==> config.mk <==
export PLATFORM = sky130hd
export DESIGN_NAME = pmt_timer
export DESIGN_NICKNAME = d
export VERILOG_FILES = /design/src/pmt_pkg.sv /design/src/pmt_div_counter.sv /design/src/pmt_timer.sv
export SDC_FILE = /design/constraint.sdc
export NUM_CORES = 1
export LEC_CHECK = 0
export ABC_AREA = 1
export BUFFER_PORTS_ARGS = -buffer_cell sky130_fd_sc_hd__buf_2
export CAP_MARGIN = 10
export CELL_PAD_IN_SITES_DETAIL_PLACEMENT = 1
export CELL_PAD_IN_SITES_GLOBAL_PLACEMENT = 1
export CORE_UTILIZATION = 35
export CTS_BUF_LIST = sky130_fd_sc_hd__clkbuf_4 sky130_fd_sc_hd__clkbuf_8
export DETAILED_ROUTE_END_ITERATION = 12
export PLACE_DENSITY_LB_ADDON = 0.1
export SLEW_MARGIN = 15
export SYNTH_ARGS = -nofsm -noshare
export SYNTH_HDL_FRONTEND = slang
export SYNTH_SLANG_ARGS = --single-unit
==> constraint.sdc <==
create_clock -name i_clk -period 1.7 [get_ports i_clk]
set_input_delay 0 -clock i_clk [delete_from_list [all_inputs] [get_ports i_clk]]
set_output_delay 0 -clock i_clk [all_outputs]
set_load 0.03 [all_outputs]
==> src/pmt_pkg.sv <==
package pmt_pkg;
   // ------------------------------------------------------------
   // Register map (APB byte addresses)
   // ------------------------------------------------------------
   localparam logic [7:0] ADDR_TICK_COUNT = 8'h00;
   localparam logic [7:0] ADDR_MATCH_PERIOD = 8'h04;
   localparam logic [7:0] ADDR_TIMER_CONTROL = 8'h08;
   localparam logic [7:0] ADDR_FLAG = 8'h0c;
   localparam logic [7:0] ADDR_ENABLE = 8'h10;
   localparam logic [7:0] ADDR_GLOBAL = 8'h14;
   // ------------------------------------------------------------
   // Field positions and reset values
   // ------------------------------------------------------------
   localparam int CTL_ON_BIT = 2;
   localparam int CTL_PRE_LSB = 0;
   localparam int CTL_POST_LSB = 3;
   localparam int FLAG_MATCH_BIT = 1;
   localparam int EN_MATCH_BIT = 1;
   localparam int GLB_PERIPH_BIT = 6;
   localparam logic [7:0] TICK_RESET = 8'h00;
   localparam logic [7:0] PERIOD_RESET = 8'hff;
   localparam logic [6:0] CTL_RESET = 7'h00;
   // ------------------------------------------------------------
   // Timing: instruction clock is the system clock divided by four
   // ------------------------------------------------------------
   localparam int INSTR_DIV = 4;
   localparam logic [1:0] PRE_DIV1 = 2'h0;
   localparam logic [1:0] PRE_DIV4 = 2'h1;
   localparam logic [3:0] PRE_LAST4 = 4'h3;
   localparam logic [3:0] PRE_LAST16 = 4'hf;

   typedef struct packed {
      logic [7:0] paddr;
      logic psel;
      logic penable;
      logic pwrite;
      logic [31:0] pwdata;
   } pmt_apb_req_type;

   typedef struct packed {
      logic [31:0] prdata;
      logic pready;
      logic pslverr;
   } pmt_apb_rsp_type;
endpackage

==> src/pmt_div_counter.sv <==
`timescale 1ns/10ps
`default_nettype none
module pmt_div_counter #(
   parameter int WIDTH = 4
) (
   input wire logic i_clk,
   input wire logic i_clear,
   input wire logic i_step,
   input wire logic [WIDTH-1:0] i_last,
   output logic o_done
);
   typedef struct packed {
      logic [WIDTH-1:0] cnt;
   } pmt_div_state_type;
   pmt_div_state_type st_reg;
   pmt_div_state_type st_next;

   always_comb begin
      st_next = st_reg;
      o_done = 1'b0;
      if (i_clear) begin
         st_next.cnt = '0;
      end else if (i_step) begin
         if (st_reg.cnt >= i_last) begin
            st_next.cnt = '0;
            o_done = 1'b1;
         end else begin
            st_next.cnt = st_reg.cnt + 1'b1;
         end
      end
   end

   always_ff @(posedge i_clk) begin
      st_reg <= st_next;
   end
endmodule
`default_nettype wire

==> src/pmt_timer.sv <==
`timescale 1ns/10ps
`default_nettype none
// Function
// The instruction clock (system clock over four) feeds a prescaler of 1, 4 or 16.
// Each prescaler output pulse increments the 8-bit tick_count by one.
// tick_count counts up from zero and is compared with match_period all the time.
// After a match tick_count returns to zero on the next increment instead of passing it.
// Each match advances a postscaler programmable from 1 to 16.
// Each postscaler completion sets match_flag.
// tick_count and match_period are fully readable and writable 8-bit registers.
// Reset loads tick_count with zero and match_period with all ones.
// Counting runs while timer_on is one and stops while it is zero.
// prescale_select and postscale_select in timer_control choose the ratios.
// Prescaler and postscaler are cleared by a write to tick_count or timer_control and reset.
// A write to timer_control leaves tick_count unchanged.
// match_flag raises the interrupt only while match_irq_enable (bit 1) is set.
// periph_irq_enable must also be set for the interrupt to be delivered.
// prescale_select 00 is 1, 01 is 4, 1x is 16; postscale_select n divides by n plus one.
// match_flag stays set until software clears it, extra completions keep it set.
module pmt_timer (
   input wire logic i_clk,
   input wire logic i_sys_rst,
   input wire pmt_pkg::pmt_apb_req_type i_apb,
   output var pmt_pkg::pmt_apb_rsp_type o_apb,
   output logic o_irq,
   output logic o_match_pulse
);
   import pmt_pkg::*;

   typedef struct packed {
      logic [7:0] tick_count;
      logic [7:0] match_period;
      logic [6:0] timer_control;
      logic match_flag;
      logic match_irq_enable;
      logic periph_irq_enable;
      logic [1:0] instr_div;
      logic [31:0] prdata;
      logic pready;
      logic pslverr;
      logic irq;
      logic match_pulse;
   } pmt_state_type;

   pmt_state_type st_reg;
   pmt_state_type st_next;

   logic wr_access;
   logic rd_access;
   logic instr_tick;
   logic pre_done;
   logic post_done;
   logic scaler_clear;
   logic timer_on;
   logic [1:0] prescale_select;
   logic [3:0] postscale_select;
   logic [3:0] pre_last;
   logic at_match;

   // ------------------------------------------------------------
   // Control decode
   // ------------------------------------------------------------
   // Access phase takes two cycles: pready is registered and goes high in the second access cycle
   assign wr_access = i_apb.psel && i_apb.penable && i_apb.pwrite && !st_reg.pready;
   assign rd_access = i_apb.psel && i_apb.penable && !i_apb.pwrite && !st_reg.pready;
   assign timer_on = st_reg.timer_control[CTL_ON_BIT];
   assign prescale_select = st_reg.timer_control[CTL_PRE_LSB +: 2];
   assign postscale_select = st_reg.timer_control[CTL_POST_LSB +: 4];
   assign instr_tick = timer_on && (st_reg.instr_div == 2'(INSTR_DIV - 1));
   assign at_match = (st_reg.tick_count == st_reg.match_period);
   assign scaler_clear = i_sys_rst || (wr_access &&
      ((i_apb.paddr == ADDR_TICK_COUNT) || (i_apb.paddr == ADDR_TIMER_CONTROL)));

   always_comb begin
      if (prescale_select == PRE_DIV1) begin
         pre_last = 4'h0;
      end else if (prescale_select == PRE_DIV4) begin
         pre_last = PRE_LAST4;
      end else begin
         pre_last = PRE_LAST16;
      end
   end

   // ------------------------------------------------------------
   // Prescaler and postscaler
   // ------------------------------------------------------------
   pmt_div_counter #(
      .WIDTH(4)
   ) u_prescaler (
      .i_clk(i_clk),
      .i_clear(scaler_clear),
      .i_step(instr_tick),
      .i_last(pre_last),
      .o_done(pre_done)
   );

   pmt_div_counter #(
      .WIDTH(4)
   ) u_postscaler (
      .i_clk(i_clk),
      .i_clear(scaler_clear),
      .i_step(pre_done && at_match),
      .i_last(postscale_select),
      .o_done(post_done)
   );

   // ------------------------------------------------------------
   // Next state
   // ------------------------------------------------------------
   always_comb begin
      st_next = st_reg;
      st_next.pready = 1'b0;
      st_next.pslverr = 1'b0;
      st_next.match_pulse = post_done;
      if (timer_on) begin
         st_next.instr_div = st_reg.instr_div + 2'h1;
      end
      if (pre_done) begin
         if (at_match) begin
            st_next.tick_count = 8'h00;
         end else begin
            st_next.tick_count = st_reg.tick_count + 8'h01;
         end
      end
      if (wr_access) begin
         st_next.pready = 1'b1;
         if (i_apb.paddr == ADDR_TICK_COUNT) begin
            st_next.tick_count = i_apb.pwdata[7:0];
         end else if (i_apb.paddr == ADDR_MATCH_PERIOD) begin
            st_next.match_period = i_apb.pwdata[7:0];
         end else if (i_apb.paddr == ADDR_TIMER_CONTROL) begin
            st_next.timer_control = i_apb.pwdata[6:0];
         end else if (i_apb.paddr == ADDR_FLAG) begin
            st_next.match_flag = i_apb.pwdata[FLAG_MATCH_BIT];
         end else if (i_apb.paddr == ADDR_ENABLE) begin
            st_next.match_irq_enable = i_apb.pwdata[EN_MATCH_BIT];
         end else if (i_apb.paddr == ADDR_GLOBAL) begin
            st_next.periph_irq_enable = i_apb.pwdata[GLB_PERIPH_BIT];
         end else begin
            st_next.pslverr = 1'b1;
         end
      end
      if (rd_access) begin
         st_next.pready = 1'b1;
         st_next.prdata = 32'h0000_0000;
         if (i_apb.paddr == ADDR_TICK_COUNT) begin
            st_next.prdata[7:0] = st_reg.tick_count;
         end else if (i_apb.paddr == ADDR_MATCH_PERIOD) begin
            st_next.prdata[7:0] = st_reg.match_period;
         end else if (i_apb.paddr == ADDR_TIMER_CONTROL) begin
            st_next.prdata[6:0] = st_reg.timer_control;
         end else if (i_apb.paddr == ADDR_FLAG) begin
            st_next.prdata[FLAG_MATCH_BIT] = st_reg.match_flag;
            st_next.match_flag = 1'b0;
         end else if (i_apb.paddr == ADDR_ENABLE) begin
            st_next.prdata[EN_MATCH_BIT] = st_reg.match_irq_enable;
         end else if (i_apb.paddr == ADDR_GLOBAL) begin
            st_next.prdata[GLB_PERIPH_BIT] = st_reg.periph_irq_enable;
         end else begin
            st_next.pslverr = 1'b1;
         end
      end
      // Hardware set wins over any clear in the same cycle
      if (post_done) begin
         st_next.match_flag = 1'b1;
      end
      if (scaler_clear && !i_sys_rst) begin
         st_next.instr_div = 2'h0;
      end
      st_next.irq = st_next.match_flag && st_next.match_irq_enable
         && st_next.periph_irq_enable;
      if (i_sys_rst) begin
         st_next = '0;
         st_next.tick_count = TICK_RESET;
         st_next.match_period = PERIOD_RESET;
         st_next.timer_control = CTL_RESET;
      end
   end

   always_ff @(posedge i_clk) begin
      st_reg <= st_next;
   end

   assign o_apb.prdata = st_reg.prdata;
   assign o_apb.pready = st_reg.pready;
   assign o_apb.pslverr = st_reg.pslverr;
   assign o_irq = st_reg.irq;
   assign o_match_pulse = st_reg.match_pulse;

   // ------------------------------------------------------------
   // Assertions
   // ------------------------------------------------------------
   property p_reset_values;
      @(posedge i_clk) $past(i_sys_rst) |->
         (st_reg.tick_count == 8'h00) && (st_reg.match_period == 8'hff);
   endproperty
   a_reset_values: assert property (p_reset_values) else $error("reset values wrong");

   property p_wrap;
      @(posedge i_clk) disable iff (i_sys_rst)
         pre_done && at_match && !wr_access |=> st_reg.tick_count == 8'h00;
   endproperty
   a_wrap: assert property (p_wrap) else $error("count did not wrap on match");

   property p_inc;
      @(posedge i_clk) disable iff (i_sys_rst)
         pre_done && !at_match && !wr_access |=>
         st_reg.tick_count == $past(st_reg.tick_count) + 8'h01;
   endproperty
   a_inc: assert property (p_inc) else $error("count did not increment");

   property p_stopped;
      @(posedge i_clk) disable iff (i_sys_rst)
         !timer_on && !wr_access |=> $stable(st_reg.tick_count);
   endproperty
   a_stopped: assert property (p_stopped) else $error("count moved while off");

   property p_ctl_keeps_count;
      @(posedge i_clk) disable iff (i_sys_rst)
         wr_access && i_apb.paddr == ADDR_TIMER_CONTROL |=> $stable(st_reg.tick_count);
   endproperty
   a_ctl_keeps_count: assert property (p_ctl_keeps_count) else $error("ctl write moved count");

   property p_div1_rate;
      @(posedge i_clk) disable iff (i_sys_rst)
         instr_tick && prescale_select == PRE_DIV1 && !scaler_clear |-> pre_done;
   endproperty
   a_div1_rate: assert property (p_div1_rate) else $error("prescale 1 missed");

   property p_flag_set;
      @(posedge i_clk) disable iff (i_sys_rst) post_done |=> st_reg.match_flag;
   endproperty
   a_flag_set: assert property (p_flag_set) else $error("flag not set");

   property p_irq_gate;
      @(posedge i_clk) disable iff (i_sys_rst)
         st_reg.irq == (st_reg.match_flag && st_reg.match_irq_enable && st_reg.periph_irq_enable);
   endproperty
   a_irq_gate: assert property (p_irq_gate) else $error("irq not gated");

   property p_irq_global;
      @(posedge i_clk) disable iff (i_sys_rst)
         !st_reg.periph_irq_enable |-> !st_reg.irq;
   endproperty
   a_irq_global: assert property (p_irq_global) else $error("irq without global enable");

   property p_flag_hold;
      @(posedge i_clk) disable iff (i_sys_rst)
         st_reg.match_flag && !wr_access && !rd_access |=> st_reg.match_flag;
   endproperty
   a_flag_hold: assert property (p_flag_hold) else $error("flag dropped");

   property p_scaler_clear;
      @(posedge i_clk) disable iff (i_sys_rst)
         wr_access && i_apb.paddr == ADDR_TICK_COUNT |=> !pre_done[*3];
   endproperty
   a_scaler_clear: assert property (p_scaler_clear) else $error("prescaler not cleared");

   property p_ctl_clear;
      @(posedge i_clk) disable iff (i_sys_rst)
         wr_access && i_apb.paddr == ADDR_TIMER_CONTROL |=> !pre_done[*3];
   endproperty
   a_ctl_clear: assert property (p_ctl_clear) else $error("ctl write kept prescaler");

   property p_tick_write;
      @(posedge i_clk) disable iff (i_sys_rst)
         wr_access && i_apb.paddr == ADDR_TICK_COUNT |=>
         st_reg.tick_count == $past(i_apb.pwdata[7:0]);
   endproperty
   a_tick_write: assert property (p_tick_write) else $error("count write lost");

   property p_period_write;
      @(posedge i_clk) disable iff (i_sys_rst)
         wr_access && i_apb.paddr == ADDR_MATCH_PERIOD |=>
         st_reg.match_period == $past(i_apb.pwdata[7:0]);
   endproperty
   a_period_write: assert property (p_period_write) else $error("period write lost");

   property p_reset_ctl;
      @(posedge i_clk) $past(i_sys_rst) |->
         (st_reg.timer_control == CTL_RESET) && !st_reg.irq && !st_reg.pready;
   endproperty
   a_reset_ctl: assert property (p_reset_ctl) else $error("control not reset");

   property p_flag_read_clear;
      @(posedge i_clk) disable iff (i_sys_rst)
         rd_access && i_apb.paddr == ADDR_FLAG && !post_done |=> !st_reg.match_flag;
   endproperty
   a_flag_read_clear: assert property (p_flag_read_clear) else $error("flag not cleared");

   property p_pready_pulse;
      @(posedge i_clk) disable iff (i_sys_rst)
         st_reg.pready |=> !st_reg.pready;
   endproperty
   a_pready_pulse: assert property (p_pready_pulse) else $error("pready held too long");

   property p_slverr_ready;
      @(posedge i_clk) disable iff (i_sys_rst)
         st_reg.pslverr |-> st_reg.pready;
   endproperty
   a_slverr_ready: assert property (p_slverr_ready) else $error("pslverr without pready");
endmodule
`default_nettype wire

### Word-level counts from Yosys, hierarchy flattened

Index checks and enable logic that the tools add are counted.

| operators by class | value |
|---|---|
| add/subtract/negate cells | 4 |
| order comparisons | 2 |
| equality and inequality tests | 8 |
| muxes and demuxes | 56 |
| bitwise logic cells | 2 |
| reductions and logical operators | 21 |

Operators with widths:

| operator | number |
|---|---|
| 8-bit 2-to-1 mux | 5 |
| 1-bit 2-to-1 mux | 37 |
| 26-bit 2-to-1 mux | 1 |
| 4-bit 2-to-1 mux | 5 |
| 18-bit 2-to-1 mux | 1 |
| 8-bit by 4-bit == test with 1-bit output (second input constant) | 2 |
| 8-bit by 5-bit == test with 1-bit output (second input constant) | 2 |
| 7-bit 2-to-1 mux | 2 |
| 1-bit logical AND | 11 |
| 10-bit 2-to-1 mux | 1 |
| 4-bit by 1-bit adder with 4-bit output (second input constant) | 2 |
| 8-bit by 1-bit adder with 8-bit output (second input constant) | 1 |
| 8-bit by 3-bit == test with 1-bit output (second input constant) | 1 |
| 8-bit == test | 1 |
| 4-bit greater-or-equal comparator | 2 |
| 8-bit zero test | 1 |
| 2-bit 2-to-1 mux | 3 |
| 4-bit AND reduction | 1 |
| 1-bit zero test | 3 |
| 3-bit 2-to-1 mux | 1 |
| 3-bit AND reduction | 1 |
| 2-bit by 1-bit adder with 2-bit output (second input constant) | 1 |
| 2-bit by 1-bit == test with 1-bit output (second input constant) | 1 |
| 2-bit == test (second input constant) | 1 |
| other kinds (4) | 6 |

| word-level totals | value |
|---|---|
| register bits | 48 |
| input bits | 45 |
| output and inout port bits | 36 |
| word-level logic and storage cells | 107 |

### Longest topological paths before layout

Gate-level depths: netlist of the first run.

| depth | value |
|---|---|
| word-level depth | 18 |
| mapped depth | 15 |
| mapped depth without buffers | 14 |

### Hierarchy

A second synthesis of the first run with hierarchy kept.

| unflattened totals | value |
|---|---|
| cell total of the unflattened synthesis | 438 |
| area, all modules | 3,093.0 um2 |

Modules (own cells, without submodules):

| module | instances | cells each | area each (um2) | sequential area each (um2) |
|---|---|---|---|---|
| pmt_timer | 1 | 364 | 2,522.4 | 800.8 |
| pmt_div_counter | 2 | 37 | 285.3 | 80.1 |

### Worst setup path after synthesis of the first run

No wires, ideal clock.

| path | value |
|---|---|
| kind | register to register |
| from | register st_reg (netlist bit prescale_select[0]) |
| to | register st_reg[59] in the netlist's numbering |
| library setup time | 0.067 ns |
| arrival time | 1.608 ns |
| data required time | 1.633 ns |
| setup slack | 0.025 ns |
| cell stages (with the launch flop) | 13 |
| path buffers | 1 |
| period minus slack after synthesis | 1.675 ns |
| path through | dfxtp_1 nor2_1 inv_1 ha_1 nand4_1 nand3_1 nand2_2 nor2_8 buf_8 nand2_4 xnor2_1 nand2_1 a21oi_2 |

| between the ends | value |
|---|---|
| word-level cells in the longest chain between the ends | 10 |
| elaborated cells on any way between the ends | 11 |
| classes of those cells | 1 x order compare; 1 x eq/ne; 8 x mux; 1 x reduce/logical |

RTL lines:

| element | line | source |
|---|---|---|
| start, declared | pmt_timer.sv:45 | `pmt_state_type st_reg;` |
| start signal, assigned | pmt_timer.sv:181 | `st_reg <= st_next;` |
| 2-bit by 1-bit == test with 1-bit output | pmt_timer.sv:77 | `end else if (prescale_select == PRE_DIV4) begin` |
| 4-bit 2-to-1 mux | pmt_timer.sv:77 |  |
| 4-bit 2-to-1 mux (*) | pmt_timer.sv:75 | `if (prescale_select == PRE_DIV1) begin` |
| 4-bit greater-or-equal comparator (*) | pmt_div_counter.sv:24 | `if (st_reg.cnt >= i_last) begin` |
| 1-bit 2-to-1 mux (*) | pmt_div_counter.sv:24 |  |
| 1-bit 2-to-1 mux (*) | pmt_div_counter.sv:23 | `end else if (i_step) begin` |
| 1-bit 2-to-1 mux (*) | pmt_div_counter.sv:21 | `if (i_clear) begin` |
| 8-bit 2-to-1 mux (*) | pmt_timer.sv:118 | `if (pre_done) begin` |
| 8-bit 2-to-1 mux | pmt_timer.sv:127 | `if (i_apb.paddr == ADDR_TICK_COUNT) begin` |
| 26-bit 2-to-1 mux (*) | pmt_timer.sv:125 | `if (wr_access) begin` |

Every way passes the cells marked *; elsewhere a longest branch is shown, timed or not.
A chain may end at the register's enable or synchronous reset.

### Final worst setup path of the first run

| path | value |
|---|---|
| from | register st_reg (netlist bit prescale_select[1]) |
| to | register st_reg[58] in the netlist's numbering |

Same word-level chain as after synthesis.

==> results of run 1 <==
cell usage after synthesis, drive strengths merged:
master / instances / area (sq um)
nor2: 32 / 166
nand3: 31 / 173
or2: 2 / 12.5
ha: 12 / 150
inv: 50 / 188
buf: 37 / 280
nand4: 7 / 43.8
nand2: 74 / 318
clkbuf: 5 / 18.8
o21ai: 27 / 139
nor3b: 2 / 25.0
o211ai: 1 / 7.51
o22ai: 2 / 12.5
a221oi: 2 / 17.5
nor3: 9 / 50.1
a2111oi: 1 / 8.76
a41oi: 1 / 8.76
nand3b: 1 / 7.51
dfxtp: 48 / 961
xor2: 4 / 35.0
a31oi: 2 / 12.5
conb: 1 / 3.75
o21a: 2 / 15.0
o2111ai: 1 / 8.76
xnor2: 7 / 61.3
a21oi: 33 / 180
worst max-delay path: cells and delay by family (launching register included):
| kind | cells | cell delay (ns) |
|---|---|---|
| buf+inv | 2 | 0.20 |
| compound gates | 3 | 0.57 |
| flops | 1 | 0.38 |
| simple gates | 4 | 0.42 |
| fa+ha+maj | 1 | 0.23 |
cell type report:
class	count	area [sq um]	area share, %
inverters	50	188	5.32
clock buffers	6	82.6	2.34
multi-input cells	277	1640	46.5
flip-flops and latches	48	966	27.4
clock inverters	2	38.8	1.10
repair buffers	68	485	13.8
well taps	102	128	3.62
stage by stage:
stage | total power [mW] | worst slack (ns) | cell area, sq um | TNS, ns
after global routing | 2.41 | -0.296 | 3530 | -3.53
final | 2.32 | -0.171 | 3530 | -1.59
after CTS | 2.34 | -0.171 | 3470 | -1.84
after detailed placement | 1.40 | -0.293 | 3180 | -2.40
after floorplan | 1.38 | 0.0251 | 2990 | 0
after global placement | 1.40 | -0.171 | 3180 | -1.02
routing by layer:
layer  global-route usage (%)  share of wire, %  vias to the layer above
met5                        0                 0                        -
met4                     6.92               1.7                        0
met3                     3.09               3.4                       12
met2                     33.6                49                       53
met1                     26.1                46                     1253
li1                         -                 -                     1338
repair_timing:
item	4_1_cts	5_1_grt
endpoints found under the setup margin	15	15
buffers inserted	4	0
endpoints found under the hold margin	13	0
resized for setup	8	12
hold buffers	7	0
pin swaps	12	12
path summary, 6_finish.rpt:
path	startpoint	endpoint	slack [ns]	cells after the start
worst max register to register	prescale_select[1]	st_reg[58]	-0.17	10
worst min register to register	o_apb[3]	o_apb[3]	0.47	2
worst min-delay path	i_apb[1]	st_reg[49]	0.01	3
worst max-delay path	prescale_select[1]	st_reg[58]	-0.17	10
power groups by stage:
stage	clock, mW	sequential, mW	combinational, mW
4_1_cts	0.951	1.14	0.245
3_3_place_gp	0	1.17	0.230
2_1_floorplan	0	1.16	0.210
5_1_grt	0.999	1.14	0.266
6_report	0.934	1.14	0.244
3_5_place_dp	0	1.17	0.232
logic make-up after synthesis:
group,synth area share [%]
adder cells (fa/ha/maj),5.17
flip-flops,33.1
buffers and inverters,16.8
AND/OR/NAND/NOR,27.4
AO/OA/AOI/OAI,14.1
other,0.129
XOR/XNOR,3.32
==> results.cfg, run 1 <==
[run_status]
status = complete, but fails checks
violations = setup timing

[global_routing]
grt_pass1_wl_mm = 13.3
antenna_found_initial = 0
grt_usage_pct = 20.0
grt_pass1_vias = 2666
grt_max_degree = 25
overflow = 0

[cells_and_area]
nets = 507
layout_common_cells = 64 x nand2_1, 48 x inv_1, 46 x dfxtp_1
diodes = 0
finalNonFillerCells = 553
final_common_cell = nand2_1
areaGrowthSynthToFinish_pct = 21.5
largest_reg_flops = 22
drive_above_1_share_pct = 24.8
final_core_util_pct = 44.7
nFillCells = 1000

[drt]
totalWireLength_mm = 8.30
drtIter0Drc = 91
avgRoutedWirePerCell_um = 15.0
first_pass_iters = 4
num_vias = 2656
viasPerCell = 4.80
antenna_left = 0
drc = 0

[power_and_ir_drop]
power_density_nw_per_um2 = 657
power.internal_mw = 1.68
switchingPower_uw = 639
p_leak_nw = 1.60
p_comb_share_pct = 10.5
power_frac_seq_pct = 49.2
clockPowerShare_pct = 40.3
swShare_pct = 27.6
ir_worst_vdd_mv = 0.288

[cts]
cts_tree = built
cts_buffer_depth = 2
cts_made_buffers = 5
clockRootBuffer = clkbuf_8
cts_sinks = 48
cts.clk_slew.worst_paths_ns = 0.10
cts_max_level = 2
clock_latency_ns = 0.32

[floorplanning]
start_util_pct = 36.8
ioPinCount = 81
rows = 32
fp.dieH_um = 93.1
design.die.area_sq_um = 8670
die_x_um = 93.1
core_sq_um = 7890

[yosys]
syn_inst = 394
syn_area_sq_um = 2900
seq_area_frac_synth_pct = 33.1
yosys_register_bits = 48
synth_warnings = 0
syn_area_per_cell_sq_um = 7.37
ys_types = 40

[worst_setup_path]
crit_path_max_incr_delay_ns = 0.38
cp-end-kind = flop
worstPathCellList = inv_1 -> ha_4 -> a21oi_2 -> nand3_2 -> nand2_4 -> nor2_8 -> buf_12 -> a21oi_4 -> nand3b_1 -> a21oi_1
startpoint_type = flop
cp.arrival_ns = 2.13
worstPathMaxFanout = 7
crit_type = flop to flop
crit_required_ns = 1.96
cpMaxStageDelayCell = dfxtp_4

[placement]
port_buffers = 32
dp_hpwl_mm = 6.25
dpl.cell_count = 534
gp_congestion = 0.754

[sta]
fin_ws_ns = -0.171
worst_clock_skew_ns = 0.00926
rsz0062_at_grt = yes
post-route-min-period_ns = 1.87
hold-worst-slack_ns = 0.00997
max_freq_mhz = 535
slew_viol_final = 0
setup_viol = 15
finalHoldViolCount = 0
finalCritPeriodShare_pct = 110

[run]
maxCapViolations = 0

[min_path]
worstHoldPathType = input port to flop
Note: power is estimated with default switching activity, not from simulation.
==> run 2, diff against run 1 <==
SYNTH_HIERARCHICAL = 1   (was unset)
==> run 2 against run 1 <==
The run still ends with setup timing left. Largest power group unchanged. Utilization grew 1.2 points. Critical endpoint is now st_reg[59]. Critical path type unchanged. Via count is 9.9% higher. Worst setup slack got worse by 0.34 ns. Sequential power about the same. Non-clock buffer count increased by 16. Clock skew down 0.0018 ns. Largest cell class unchanged. Cell count increased by 11%. Register-to-register slack worse by 0.34 ns. Synthesized area increased by 6.5%.
==> results.cfg, run 2 <==
[drt]
antenna_left = 0
drc = 0
totalWireLength_mm = 9.05
drtIter0Drc = 75
avgRoutedWirePerCell_um = 14.7
first_pass_iters = 4
num_vias = 2920
viasPerCell = 4.74

[global_routing]
antenna_found_initial = 0
grt_usage_pct = 21.2
grt_max_degree = 25
grt_pass1_vias = 2995
grt_pass1_wl_mm = 14.7
overflow = 0

[power_and_ir_drop]
power.internal_mw = 1.66
switchingPower_uw = 622
power_frac_seq_pct = 49.8
swShare_pct = 27.2
ir_worst_vdd_mv = 0.429
clockPowerShare_pct = 38.0
p_leak_nw = 1.89
p_total_mw = 2.29
p_comb_share_pct = 12.2
power_density_nw_per_um2 = 594

[yosys]
yosys_register_bits = 48
synth.area.top_cells = dfxtp_1 31%, nand2_1 13%, buf_4 8.5%
synth.most_common_cell = nand2_1
synthTopCellsByCount = 105 x nand2_1, 57 x inv_1, 48 x dfxtp_1
synth_enable_flop_cells = 0
syn_area_per_cell_sq_um = 7.06
yosysTopAreaCellShare_pct = 31.1
syn_area_sq_um = 3090
ys.flop_type = dfxtp_1
synth_warnings = 6
syn_inst = 438
seq_area_frac_synth_pct = 31.1
synth_largest_area_cell = dfxtp_1
ys_types = 39
synth-async-reset-ratio_pct = 0

[cts]
cts_buffer_depth = 2
cts_tree = built
cts_max_level = 2
cts_made_buffers = 5
clockRootBuffer = clkbuf_8
cts.clk_slew.worst_paths_ns = 0.10
clock_latency_ns = 0.31
cts_sinks = 48

[sta]
rsz0062_at_grt = yes
fin_ws_ns = -0.507
setup_viol = 15
slew_viol_final = 0
max_freq_mhz = 453
worst_clock_skew_ns = 0.00744
post-route-min-period_ns = 2.21
finalCritPeriodShare_pct = 130
finalHoldViolCount = 0

[floorplanning]
core_sq_um = 8380
start_util_pct = 36.9
ioPinCount = 81
die_x_um = 96.0
fp.dieH_um = 96.0
rows = 33
design.die.area_sq_um = 9220

[cells_and_area]
diodes = 0
layout_common_cells = 93 x nand2_1, 52 x inv_1, 46 x dfxtp_1
nets = 567
multi_input_area_sq_um = 1810
areaGrowthSynthToFinish_pct = 24.6
regArea_sq_um = 963
drive_above_1_share_pct = 31.3
largest_reg_flops = 22
finalNonFillerCells = 616
nFillCells = 1083
final_common_cell = nand2_1

[run_status]
violations = setup timing
status = complete, but fails checks

[min_path]
worstHoldPathType = input port to flop

[placement]
gp_congestion = 0.845
dp_slack_ns = -0.559
dpl.cell_count = 595
port_buffers = 32
dp_hpwl_mm = 6.85

[worst_setup_path]
cp.arrival_ns = 2.41
crit_required_ns = 1.91
cp-end-kind = flop
worstPathMaxFanout = 7
crit_type = flop to flop
startpoint_type = flop

[run]
maxCapViolations = 0
run 2: cell types whose count changed in the layout (fill, tap and decap cells not counted), sizes merged, moves of 5 or more:
cell,delta
nand2,+38
buf,+16
inv,+15
nor2,+13
nor3,-8
o21ai,-8
a21oi,-6
xor2,+5
run 2: worst paths after layout:
| check | cells after the start | start | end | slack, ns |
|---|---|---|---|---|
| max | 19 | prescale_select[1] | st_reg[59] | -0.51 |
| min | 3 | i_apb[1] | st_reg[49] | 0.05 |
| max reg2reg | 19 | prescale_select[1] | st_reg[59] | -0.51 |
| min reg2reg | 2 | o_apb[8] | o_apb[8] | 0.47 |
run 2: through the flow:
step                instance area (sq um)  hold WS (ns)  setup TNS, ns  utilization, %
floorplan                            3230        0.0691          -3.36               -
global placement                     3510         0.270          -5.13            41.9
detailed placement                   3510         0.272          -6.67            41.9
CTS                                  3760        0.0663          -6.28            44.9
global route                         3850        0.0547          -9.28            46.0
finish                               3850        0.0546          -6.58            46.0
run 2: repair_timing:
| item | CTS | global route |
|---|---|---|
| pin swaps | 10 | 15 |
| setup buffers | 3 | 4 |
| endpoints found under the hold margin | 12 | 0 |
| hold buffers | 7 | 0 |
| resized for setup | 9 | 18 |
| setup endpoints to repair | 15 | 15 |
run 2: critical path, stage by stage, from the launching register on:
cell and delay [ns]:
dfxtp_2 0.36, inv_2 0.05, nand2_4 0.06, inv_2 0.04
ha_4 0.26, nand2_2 0.04, nand2_2 0.05, nand2_2 0.05
nand3_2 0.06, nand2_2 0.08, nor2_4 0.17, inv_2 0.06
a21oi_2 0.11, nand3_2 0.10, nor2_4 0.16, buf_4 0.13
buf_6 0.09, nor2_4 0.06, nand2_1 0.10, a21oi_1 0.06
run 2: cell families (layout without fill, tap and decap cells):
kind of cell | Yosys count | count (layout) | synth area share (%)
AOI/OAI and AO/OA | 53 | 53 | 9.91
DFF | 48 | 48 | 31.1
xor gates and xnor gates | 14 | 14 | 3.96
muxes | 2 | 2 | 0.647
and+or+nand+nor | 200 | 200 | 31.2
other | 1 | 24 | 0.121
buffers and inverters | 108 | 158 | 18.2
adders and majority gates | 12 | 12 | 4.85
run 2: cell type report:
type | instances | area share, %
inverters | 66 | 6.79
clock buffers | 6 | 1.98
clock inverters | 2 | 0.909
well taps | 105 | 3.41
flip-flops and latches | 48 | 25.0
multi-input cells | 305 | 46.9
repair buffers | 84 | 15.0
run 2: power by group through the flow:
stage	Sequential, mW	Clock, mW	Combinational [mW]
4_1_cts	1.14	0.885	0.280
2_1_floorplan	1.16	0	0.226
3_5_place_dp	1.17	0	0.266
5_1_grt	1.14	0.927	0.302
6_report	1.14	0.870	0.278
3_3_place_gp	1.17	0	0.265
run 2: layer usage:
| layer | GRT usage [%] | wire [um] | vias to the layer above |
|---|---|---|---|
| li1 | - | - | 1459 |
| met1 | 26.5 | 4140 | 1393 |
| met2 | 38.2 | 4550 | 57 |
| met3 | 2.92 | 252 | 11 |
| met4 | 5.35 | 107 | 0 |
| met5 | 0 | 0 | - |
==> run 3, diff against run 2 <==
CORE_MARGIN = 2   (was unset)
==> run 3 against run 2 <==
Combinational power down 3%. Highest routed layer unchanged. The flow still finishes with violations (setup timing). Routed wire length down 0.82%. Clock skew fell by 0.0011 ns. Die area is 4.2% higher. Clock-buffer cell count decreased by 1. Power is 2.3% lower. Worst setup slack better by 0.063 ns. Sequential share of layout area rose by 0.073 points. Sequential power barely moved. Cell count decreased by 0.49%. Flip-flop and latch count did not move.
==> results.cfg, run 3 (synthesis gave the netlist of run 2 again) <==
[global_routing]
antenna_found_initial = 0
grt_pass1_wl_mm = 14.9
grt_max_degree = 25
overflow = 0
grt_pass1_vias = 3050
grt_usage_pct = 19.4

[cells_and_area]
largest_reg_flops = 22
layout_common_cells = 92 x nand2_1, 51 x inv_1, 46 x dfxtp_1
nets = 563
drive_above_1_share_pct = 31.1
areaGrowthSynthToFinish_pct = 24.2
final_area_sq_um = 3840
final_common_cell = nand2_1
diodes = 0

[min_path]
worstHoldPathType = input port to flop

[cts]
cts_sinks = 48
cts_buffer_depth = 2
cts.clk_slew.worst_paths_ns = 0.09
clockRootBuffer = clkbuf_8
clock_latency_ns = 0.31
cts_max_level = 2
cts_made_buffers = 5
cts_tree = built

[sta]
post-route-min-period_ns = 2.14
max_freq_mhz = 466
rsz0062_at_grt = yes
fin_ws_ns = -0.444
setup_viol = 15
finalCritPeriodShare_pct = 126
worst_clock_skew_ns = 0.00637
finalHoldViolCount = 0
slew_viol_final = 0

[floorplanning]
die_x_um = 98.0
start_util_pct = 35.8
fp.dieH_um = 98.0
design.die.area_sq_um = 9600
rows = 34
ioPinCount = 81
core_sq_um = 8640

[drt]
drtIter0Drc = 63
totalWireLength_mm = 8.98
avgRoutedWirePerCell_um = 14.6
first_pass_iters = 5
antenna_left = 0
drc = 0
num_vias = 2921
viasPerCell = 4.77

[worst_setup_path]
startpoint_type = flop
cpMaxStageDelayCell = dfxtp_2
worstPathMaxFanout = 3
worstPathCellList = inv_2 -> nand2_2 -> inv_2 -> ha_4 -> nand2_2 -> nand2_2 -> nand2_2 -> nand3_2 -> nand2_2 -> nor2_4 -> inv_2 -> a21oi_2 -> nand3_2 -> nor2_4 -> nand2_2 -> nor2_2 -> inv_2 -> nand3_2 -> nand3_2 -> nor2_1
crit_type = flop to flop
crit_top_cell = nand2_2
cp-end-kind = flop
cp.arrival_ns = 2.39
cp_top_family = simple AND/OR/NAND/NOR gates
crit_required_ns = 1.95
crit_path_max_incr_delay_ns = 0.36
crit_buf_inv = 4

[placement]
placed_area_sq_um = 3480
dp_slack_ns = -0.488
dp_hpwl_mm = 6.91
gp_congestion = 0.831
port_buffers = 32

[run_status]
violations = setup timing
status = complete, but fails checks

[power_and_ir_drop]
ir_worst_vdd_mv = 0.288
power_density_nw_per_um2 = 582
p_total_mw = 2.23
p_leak_nw = 1.91

[run]
maxCapViolations = 0
==> run 3: cell type report <==
class	count	area, sq um
Fill cell	1137	4790
Clock buffer	5	68.8
Clock inverter	1	30.0
Tap cell	108	135
Inverter	66	262
Sequential cell	48	963
Multi-Input combinational cell	305	1820
Timing Repair Buffer	80	562
==> run 3: path summary, 6_finish.rpt <==
path,start,endpoint,slack [ns],cells after the start
max,prescale_select[1],o_irq,-0.44,20
min,i_apb[1],st_reg[49],0.04,3
max reg2reg,prescale_select[1],o_irq,-0.44,20
min reg2reg,st_reg[37],st_reg[37],0.47,2
==> run 3: metrics by stage <==
step	hold WS [ns]	std cells	util (%)	setup TNS (ns)
finish	0.0387	613	44.5	-5.86
global placement	0.270	592	40.3	-4.60
CTS	0.0488	608	43.0	-5.95
detailed placement	0.279	592	40.3	-5.91
floorplan	0.0691	461	-	-3.36
global route	0.0663	613	44.5	-8.33
==> run 3: report_power, final <==
group          switching (mW)  total (mW)  internal, mW
Clock                   0.402       0.825         0.423
Combinational           0.199       0.270        0.0716
Sequential            0.00604        1.14          1.13
Total                   0.606        2.23          1.63
==> run 3: repair_timing <==
item | in CTS | in global routing
pin swaps | 9 | 20
resized for setup | 9 | 25
setup buffers | 3 | 5
hold buffers | 7 | 0
hold endpoints to repair | 11 | 0
endpoints found under the setup margin | 15 | 15
==> run 3: metal layers <==
layer	global-route usage (%)	vias to the layer above	part of all wire [%]
li1	-	1446	-
met1	24.1	1411	46
met2	35.7	51	51
met3	2.79	13	2.8
met4	3.74	0	0.82
met5	0	-	0
==> run 3: tightest hold or removal path: stages <==
cell and delay (ns):
buf_2 0.15, nand3_1 0.09, nand3_1 0.07
